--- src/mcs_regs.svh ---
// register indices, field positions, reset values and counts of the multichip sync block
// assumes an APB slave with 32-bit data; byte address of a register is four times its index
//
// Summary of operation
// - two sync modes exist, data-rate and FIFO-rate, each aligning a different clock.
// - data-rate mode aligns to the input word rate.
// - FIFO-rate mode aligns every eight input words, the FIFO depth.
// - data-rate mode uses no FIFO slack; keep-out recurs every word.
// - FIFO-rate mode spaces keep-out windows eight words apart, not one.
// - with the internal multiplier clocking, only data-rate mode is allowed.
// - with a directly supplied sample clock, both modes are allowed.
// - with the multiplier, the reference input also serves as sync event.
// - devices are synced when clock state and FIFO read point agree.
// - a fixed relation ties clock state, read data and a reference edge.
// - status bit 6 shows locked, bit 7 shows lock lost.
// - after lock, a two-word frame strobe resets the FIFO read point.
`ifndef MCS_REGS_SVH
`define MCS_REGS_SVH

`define MCS_IDX_SYNC_CTRL 8'h10
`define MCS_IDX_CLK_CFG 8'h11
`define MCS_IDX_SYNC_STAT 8'h12
`define MCS_IDX_IRQ_STAT 8'h13
`define MCS_IDX_IRQ_MASK 8'h14

`define MCS_CTRL_EN_BIT 7
`define MCS_CTRL_DATA_BIT 6
`define MCS_STAT_LOST_BIT 7
`define MCS_STAT_LOCK_BIT 6
`define MCS_CFG_PLL_BIT 0
`define MCS_IRQ_LOCK_BIT 0
`define MCS_IRQ_LOST_BIT 1
`define MCS_IRQ_FRST_BIT 2

`define MCS_CTRL_RST 8'h00
`define MCS_CFG_RST 8'h00
`define MCS_MASK_RST 3'h0

`define MCS_FIFO_DEPTH 8
`define MCS_LOCK_MATCHES 3'h4
`define MCS_FRAME_WORDS 2'h2
`define MCS_RD_START 3'h4

`endif

--- src/mcs_pkg.sv ---
// types shared by the multichip sync block
// assumes the register header is included where offsets are needed
`default_nettype none
package mcs_pkg;
  typedef enum logic [2:0] {
    MCS_OFF = 3'b001,
    MCS_ACQ = 3'b010,
    MCS_LOCK = 3'b100
  } mcs_state_t;
  typedef enum logic {
    MCS_FIFO_RATE = 1'b0,
    MCS_DATA_RATE = 1'b1
  } mcs_mode_t;
endpackage
`default_nettype wire

--- src/mcs_pin_sync.sv ---
// two-stage synchroniser for a pin with a rising-edge detector behind it
// assumes the pin is asynchronous to mclk and slow against it
`timescale 1ns/1ps
`default_nettype none
module mcs_pin_sync (
  input wire logic mclk,
  input wire logic rst_b,
  input wire logic pin_in,
  output logic level,
  output logic rise
);
  logic meta_reg;
  logic sync_reg;
  logic last_reg;

  // edge detection looks only at the second and third stage
  always_ff @(posedge mclk or negedge rst_b) begin
    if (!rst_b) begin
      meta_reg <= 1'b0;
      sync_reg <= 1'b0;
      last_reg <= 1'b0;
    end else begin
      meta_reg <= pin_in;
      sync_reg <= meta_reg;
      last_reg <= sync_reg;
    end
  end

  assign level = sync_reg;
  assign rise = sync_reg & ~last_reg;
endmodule
`default_nettype wire

--- src/mcs_sync_top.sv ---
// multichip sync logic: aligns clock-generation phase to the reference input in FIFO-rate mode, FIFO read point to the frame strobe
// assumes APB master on mclk; reference, word clock and frame pins are asynchronous to mclk
`timescale 1ns/1ps
`default_nettype none
`include "mcs_regs.svh"
module mcs_sync_top
  import mcs_pkg::*;
(
  input wire logic mclk,
  input wire logic rst_b,
  input wire logic psel,
  input wire logic penable,
  input wire logic pwrite,
  input wire logic [11:0] paddr,
  input wire logic [31:0] pwdata,
  output logic [31:0] prdata,
  output logic pready,
  output logic pslverr,
  input wire logic reference_sync_clock_in,
  input wire logic source_word_clock_in,
  input wire logic frame_in,
  output logic sync_locked,
  output logic sync_lost,
  output logic [2:0] gen_phase,
  output logic [2:0] fifo_rd_ptr,
  output logic fifo_reset_pulse,
  output logic irq
);
  function automatic logic reg_at(input logic [11:0] addr, input logic [7:0] idx);
    reg_at = (addr == {2'b00, idx, 2'b00});
  endfunction

  function automatic logic addr_mapped(input logic [11:0] addr);
    addr_mapped = reg_at(addr, `MCS_IDX_SYNC_CTRL) | reg_at(addr, `MCS_IDX_CLK_CFG) |
                  reg_at(addr, `MCS_IDX_SYNC_STAT) | reg_at(addr, `MCS_IDX_IRQ_STAT) |
                  reg_at(addr, `MCS_IDX_IRQ_MASK);
  endfunction

  logic ref_evt;
  logic word_evt;
  logic frame_lvl;
  logic [7:0] ctrl_reg;
  logic [7:0] cfg_reg;
  logic [2:0] irq_stat_reg;
  logic [2:0] irq_mask_reg;
  logic [31:0] prdata_reg;
  logic [2:0] wcnt_reg;
  logic [1:0] gap_reg;
  logic [2:0] match_reg;
  logic lost_reg;
  logic [1:0] frame_words_reg;
  logic fifo_rst_reg;
  logic [2:0] rd_ptr_reg;
  mcs_state_t state_reg;
  mcs_state_t state_next;
  mcs_mode_t mode_eff;
  logic sync_en;
  logic use_pll;
  logic setup;
  logic wr_acc;
  logic mismatch;
  logic match;
  logic lock_evt;
  logic lost_evt;
  logic frst_evt;
  logic [2:0] irq_set;

  mcs_pin_sync u_ref_sync (
    .mclk(mclk),
    .rst_b(rst_b),
    .pin_in(reference_sync_clock_in),
    .level(),
    .rise(ref_evt)
  );

  mcs_pin_sync u_word_sync (
    .mclk(mclk),
    .rst_b(rst_b),
    .pin_in(source_word_clock_in),
    .level(),
    .rise(word_evt)
  );

  mcs_pin_sync u_frame_sync (
    .mclk(mclk),
    .rst_b(rst_b),
    .pin_in(frame_in),
    .level(frame_lvl),
    .rise()
  );

  assign setup = psel & ~penable;
  assign wr_acc = psel & penable & pwrite;
  assign pready = 1'b1;
  assign pslverr = psel & penable & ~addr_mapped(paddr);
  assign prdata = prdata_reg;

  assign sync_en = ctrl_reg[`MCS_CTRL_EN_BIT];
  assign use_pll = cfg_reg[`MCS_CFG_PLL_BIT];

  // mode gating
  // the multiplier path forces data-rate alignment whatever software asked for
  assign mode_eff = use_pll ? MCS_DATA_RATE : mcs_mode_t'(ctrl_reg[`MCS_CTRL_DATA_BIT]);

  // phase check
  // data-rate expects exactly one word between reference edges, FIFO-rate expects phase zero
  assign mismatch = ref_evt & sync_en &
                    ((mode_eff == MCS_DATA_RATE) ? (gap_reg != 2'h1) : (wcnt_reg != 3'h0));
  assign match = ref_evt & sync_en & ~mismatch;

  always_ff @(posedge mclk or negedge rst_b) begin
    if (!rst_b) begin
      ctrl_reg <= `MCS_CTRL_RST;
      cfg_reg <= `MCS_CFG_RST;
      irq_mask_reg <= `MCS_MASK_RST;
    end else if (wr_acc) begin
      if (reg_at(paddr, `MCS_IDX_SYNC_CTRL)) begin
        ctrl_reg <= pwdata[7:0];
      end
      if (reg_at(paddr, `MCS_IDX_CLK_CFG)) begin
        cfg_reg <= pwdata[7:0];
      end
      if (reg_at(paddr, `MCS_IDX_IRQ_MASK)) begin
        irq_mask_reg <= pwdata[2:0];
      end
    end
  end

  // read data is captured in the setup cycle so it stands from flip-flops in the access cycle
  always_ff @(posedge mclk or negedge rst_b) begin
    if (!rst_b) begin
      prdata_reg <= 32'h0000_0000;
    end else if (setup) begin
      prdata_reg <= 32'h0000_0000;
      if (reg_at(paddr, `MCS_IDX_SYNC_CTRL)) begin
        prdata_reg <= {24'h00_0000, ctrl_reg};
      end else if (reg_at(paddr, `MCS_IDX_CLK_CFG)) begin
        prdata_reg <= {24'h00_0000, cfg_reg};
      end else if (reg_at(paddr, `MCS_IDX_SYNC_STAT)) begin
        prdata_reg <= {24'h00_0000, lost_reg, (state_reg == MCS_LOCK), 3'h0, rd_ptr_reg};
      end else if (reg_at(paddr, `MCS_IDX_IRQ_STAT)) begin
        prdata_reg <= {29'h0000_0000, irq_stat_reg};
      end else if (reg_at(paddr, `MCS_IDX_IRQ_MASK)) begin
        prdata_reg <= {29'h0000_0000, irq_mask_reg};
      end
    end
  end

  // word gap count
  // counts word edges since the last reference edge; saturates so a stalled reference reads as a miss
  always_ff @(posedge mclk or negedge rst_b) begin
    if (!rst_b) begin
      gap_reg <= 2'h0;
    end else if (ref_evt) begin
      gap_reg <= word_evt ? 2'h1 : 2'h0;
    end else if (word_evt && gap_reg != 2'h3) begin
      gap_reg <= gap_reg + 2'h1;
    end
  end

  // clock phase realign
  // in FIFO-rate mode a reference edge on a wrong phase restarts the eight-word cycle at zero
  always_ff @(posedge mclk or negedge rst_b) begin
    if (!rst_b) begin
      wcnt_reg <= 3'h0;
    end else if (mismatch && mode_eff == MCS_FIFO_RATE) begin
      wcnt_reg <= word_evt ? 3'h1 : 3'h0;
    end else if (word_evt) begin
      wcnt_reg <= wcnt_reg + 3'h1;
    end
  end

  always_comb begin
    state_next = state_reg;
    case (state_reg)
      MCS_OFF: begin
        if (sync_en) begin
          state_next = MCS_ACQ;
        end
      end
      MCS_ACQ: begin
        if (!sync_en) begin
          state_next = MCS_OFF;
        end else if (match && match_reg == `MCS_LOCK_MATCHES - 3'h1) begin
          state_next = MCS_LOCK;
        end
      end
      MCS_LOCK: begin
        if (!sync_en) begin
          state_next = MCS_OFF;
        end else if (mismatch) begin
          state_next = MCS_ACQ;
        end
      end
      default: begin
        state_next = MCS_OFF;
      end
    endcase
  end

  always_ff @(posedge mclk or negedge rst_b) begin
    if (!rst_b) begin
      state_reg <= MCS_OFF;
    end else begin
      state_reg <= state_next;
    end
  end

  always_ff @(posedge mclk or negedge rst_b) begin
    if (!rst_b) begin
      match_reg <= 3'h0;
    end else if (state_reg != MCS_ACQ || mismatch) begin
      match_reg <= 3'h0;
    end else if (match) begin
      match_reg <= match_reg + 3'h1;
    end
  end

  assign lock_evt = (state_reg == MCS_ACQ) & (state_next == MCS_LOCK);
  assign lost_evt = (state_reg == MCS_LOCK) & mismatch;

  // lost flag
  // sticky until sync control is rewritten; a loss in that same cycle still sets it
  always_ff @(posedge mclk or negedge rst_b) begin
    if (!rst_b) begin
      lost_reg <= 1'b0;
    end else if (lost_evt) begin
      lost_reg <= 1'b1;
    end else if (wr_acc && reg_at(paddr, `MCS_IDX_SYNC_CTRL)) begin
      lost_reg <= 1'b0;
    end
  end

  // frame word count
  // one FIFO reset per strobe; the strobe must go low before it can fire again
  always_ff @(posedge mclk or negedge rst_b) begin
    if (!rst_b) begin
      frame_words_reg <= 2'h0;
    end else if (!frame_lvl) begin
      frame_words_reg <= 2'h0;
    end else if (word_evt && frame_words_reg != `MCS_FRAME_WORDS) begin
      frame_words_reg <= frame_words_reg + 2'h1;
    end
  end

  assign frst_evt = frame_lvl & word_evt & (frame_words_reg == `MCS_FRAME_WORDS - 2'h1) &
                    (state_reg == MCS_LOCK);

  always_ff @(posedge mclk or negedge rst_b) begin
    if (!rst_b) begin
      fifo_rst_reg <= 1'b0;
    end else begin
      fifo_rst_reg <= frst_evt;
    end
  end

  // read point
  // read pointer sits half the depth behind writes after a reset, giving slack both ways
  always_ff @(posedge mclk or negedge rst_b) begin
    if (!rst_b) begin
      rd_ptr_reg <= `MCS_RD_START;
    end else if (fifo_rst_reg) begin
      rd_ptr_reg <= `MCS_RD_START;
    end else if (word_evt) begin
      rd_ptr_reg <= rd_ptr_reg + 3'h1;
    end
  end

  assign irq_set = {fifo_rst_reg, lost_evt, lock_evt};

  // write-one-to-clear; a new event in the clearing cycle wins
  always_ff @(posedge mclk or negedge rst_b) begin
    if (!rst_b) begin
      irq_stat_reg <= 3'h0;
    end else if (wr_acc && reg_at(paddr, `MCS_IDX_IRQ_STAT)) begin
      irq_stat_reg <= (irq_stat_reg & ~pwdata[2:0]) | irq_set;
    end else begin
      irq_stat_reg <= irq_stat_reg | irq_set;
    end
  end

  assign irq = |(irq_stat_reg & irq_mask_reg);
  assign sync_locked = (state_reg == MCS_LOCK);
  assign sync_lost = lost_reg;
  assign gen_phase = wcnt_reg;
  assign fifo_rd_ptr = rd_ptr_reg;
  assign fifo_reset_pulse = fifo_rst_reg;
endmodule
`default_nettype wire

--- config.mk ---
export PLATFORM = sky130hd
export DESIGN_NAME = mcs_sync_top
export DESIGN_NICKNAME = d
export VERILOG_FILES = /design/src/mcs_pkg.sv /design/src/mcs_pin_sync.sv /design/src/mcs_sync_top.sv
export VERILOG_INCLUDE_DIRS = /design/src /design/src/src
export SDC_FILE = /design/constraint.sdc
export NUM_CORES = 1
export LEC_CHECK = 0
export BUFFER_PORTS_ARGS = -buffer_cell sky130_fd_sc_hd__clkbuf_2
export CAP_MARGIN = 30
export CORE_MARGIN = 3
export CORE_UTILIZATION = 46
export DETAILED_ROUTE_END_ITERATION = 8
export GPL_TIMING_DRIVEN = 0
export PLACE_DENSITY = 0.83
export SKIP_CTS_REPAIR_TIMING = 1
export SLEW_MARGIN = 15
export SYNTH_ARGS = -nofsm -noshare
export SYNTH_HDL_FRONTEND = slang
export SYNTH_HIERARCHICAL = 1
export SYNTH_SLANG_ARGS = --single-unit
export TNS_END_PERCENT = 5
--- constraint.sdc ---
create_clock -name mclk -period 1.65 [get_ports mclk]
set_input_delay 0.33 -clock mclk [delete_from_list [all_inputs] [get_ports mclk]]
set_output_delay 0.33 -clock mclk [all_outputs]
set_load 0.02 [all_outputs]
==> results.cfg <==
[drt]
dr.pass1.iters = 4
drt-vias-per-instance = 5.21
vias = 2157
drtIter0Drc = 205
routed_wl_mm = 5.66
post_drt_wl_per_cell_um = 13.7
drcViolationCount = 0
detail-route-antenna-nets = 0

[timing]
relSlewSlack = 0.505
fin_hold_ws_ps = 96.2
setup_slack_ps = -215
worstMarginPinSlew_ps = 742
skew_ps = 7.57
slew_violations = 0
period_minus_slack_ps = 1870
setup_viol = 22
setup_tns_ps = -2780
clock.fmax_mhz = 536
hold_viol_final = 0
rsz0062_at_grt = yes
fin_crit_sh = 1.13

[place]
dp_hpwl_mm = 4.13
place.port_buffers = 45
place_area_mm2 = 0.00326
dpl.cell_count = 402
place_ws_ps = -516
gp_congestion = 0.824

[critical_path]
critPathKind = in -> out
cp_max_fo = 6
ff2ff_path_depth = 4
start_kind = input port
crit_required_ps = 1320
cp-end-kind = output port
critPathArrivalTime_ps = 1540

[floorplanning]
core_mm2 = 0.00596
initial_core_util = 0.478
row_count = 28
die_x_um = 84.7
die_h_um = 84.7
io_pins = 96
fp.dieArea_mm2 = 0.00717

[pwr]
power_density_mw_per_mm2 = 897
finalPower_mw = 3.09
p_leak_nw = 1.81
irDropWorstVdd_mv = 0.718

[layout]
num_antenna_cells = 0
multiInputGateArea_mm2 = 0.00133
instances_no_fill = 414
nNetsFinal = 399
syn_to_final_growth_pct = 21.1
final_cell_area_mm2 = 0.00345
layout_common_cells = 54 x dfrtp_1, 44 x clkbuf_2, 30 x buf_4, 25 x conb_1, 20 x nor2_1
final_layout_size_suffix_gt1_frac = 0.366
fillers = 512
seq_area_mm2 = 0.00140
utilization = 0.579
final_common_cell = dfrtp_1

[flow_run]
drv_cap = 0

[clock_tree]
cts_root_buf = clkbuf_8
clk_latency_ps = 310
clk_pin_slew_worst_paths_ps = 100
numClockSinks = 56
htree_levels = 2
cts_max_path_buffers = 2
cts_tree = built
cts_buffers = 5

[global_routing]
grt_pass1_wl_mm = 9.14
grt.overflow.total = 0
track_usage = 0.155
grt_pass1_vias = 1998
antenna_found_initial = 0
grt_max_degree = 57

[logic_synthesis]
synthCells = 259
netlist_area_mm2 = 0.00285
yosysWarnings = 6
syn_avg_cell_area_um2 = 11.0

[worst_hold_path]
hold_path.class = in -> async

[status]
violations = setup timing
status = finished, violations left
## per-layer routing
layer  part of all wire  up-vias  global-route usage
met5                  0        -                   0
met4              0.018        0              0.0576
met3              0.057       12              0.0265
met2               0.49       75               0.243
met1               0.44     1056               0.215
li1                   -     1014                   -
## worst max-delay path, cell delays in order
cell     delay [ps]
buf_6            90
or4b_4          550
nor3_4          310
a21oi_2          90
buf_4           160
## path summary, 6_finish.rpt
kind / startpoint / end / slack [ps]
min in group mclk: source_word_clock_in / u_word_sync/meta_reg / 130
worst min register to register: u_word_sync/meta_reg / u_word_sync/level / 360
worst max register to register: cfg_reg[0] / irq_stat_reg[1] / -40
max in group asynchronous: rst_b / u_frame_sync/level / 1060
worst min-delay path: rst_b / prdata[4] / 100
worst max-delay path: paddr[0] / pslverr / -220
## cell type report
class / instances / area share
tap: 75 / 0.0272
clock inverter: 1 / 0.00218
sequential: 56 / 0.407
inverter: 12 / 0.0131
clock buffer: 7 / 0.0250
buffer: 31 / 0.0620
multi-input combinational: 183 / 0.385
timing repair buffer: 49 / 0.0790
## report_power, final
part | switching (mW) | internal [mW] | leakage, nW
registers | 0.109 | 1.48 | 0.732
clock network | 0.437 | 0.342 | 0.0445
logic | 0.434 | 0.292 | 1.04
total | 0.980 | 2.11 | 1.81
Note: power is estimated with default switching activity, not from simulation.
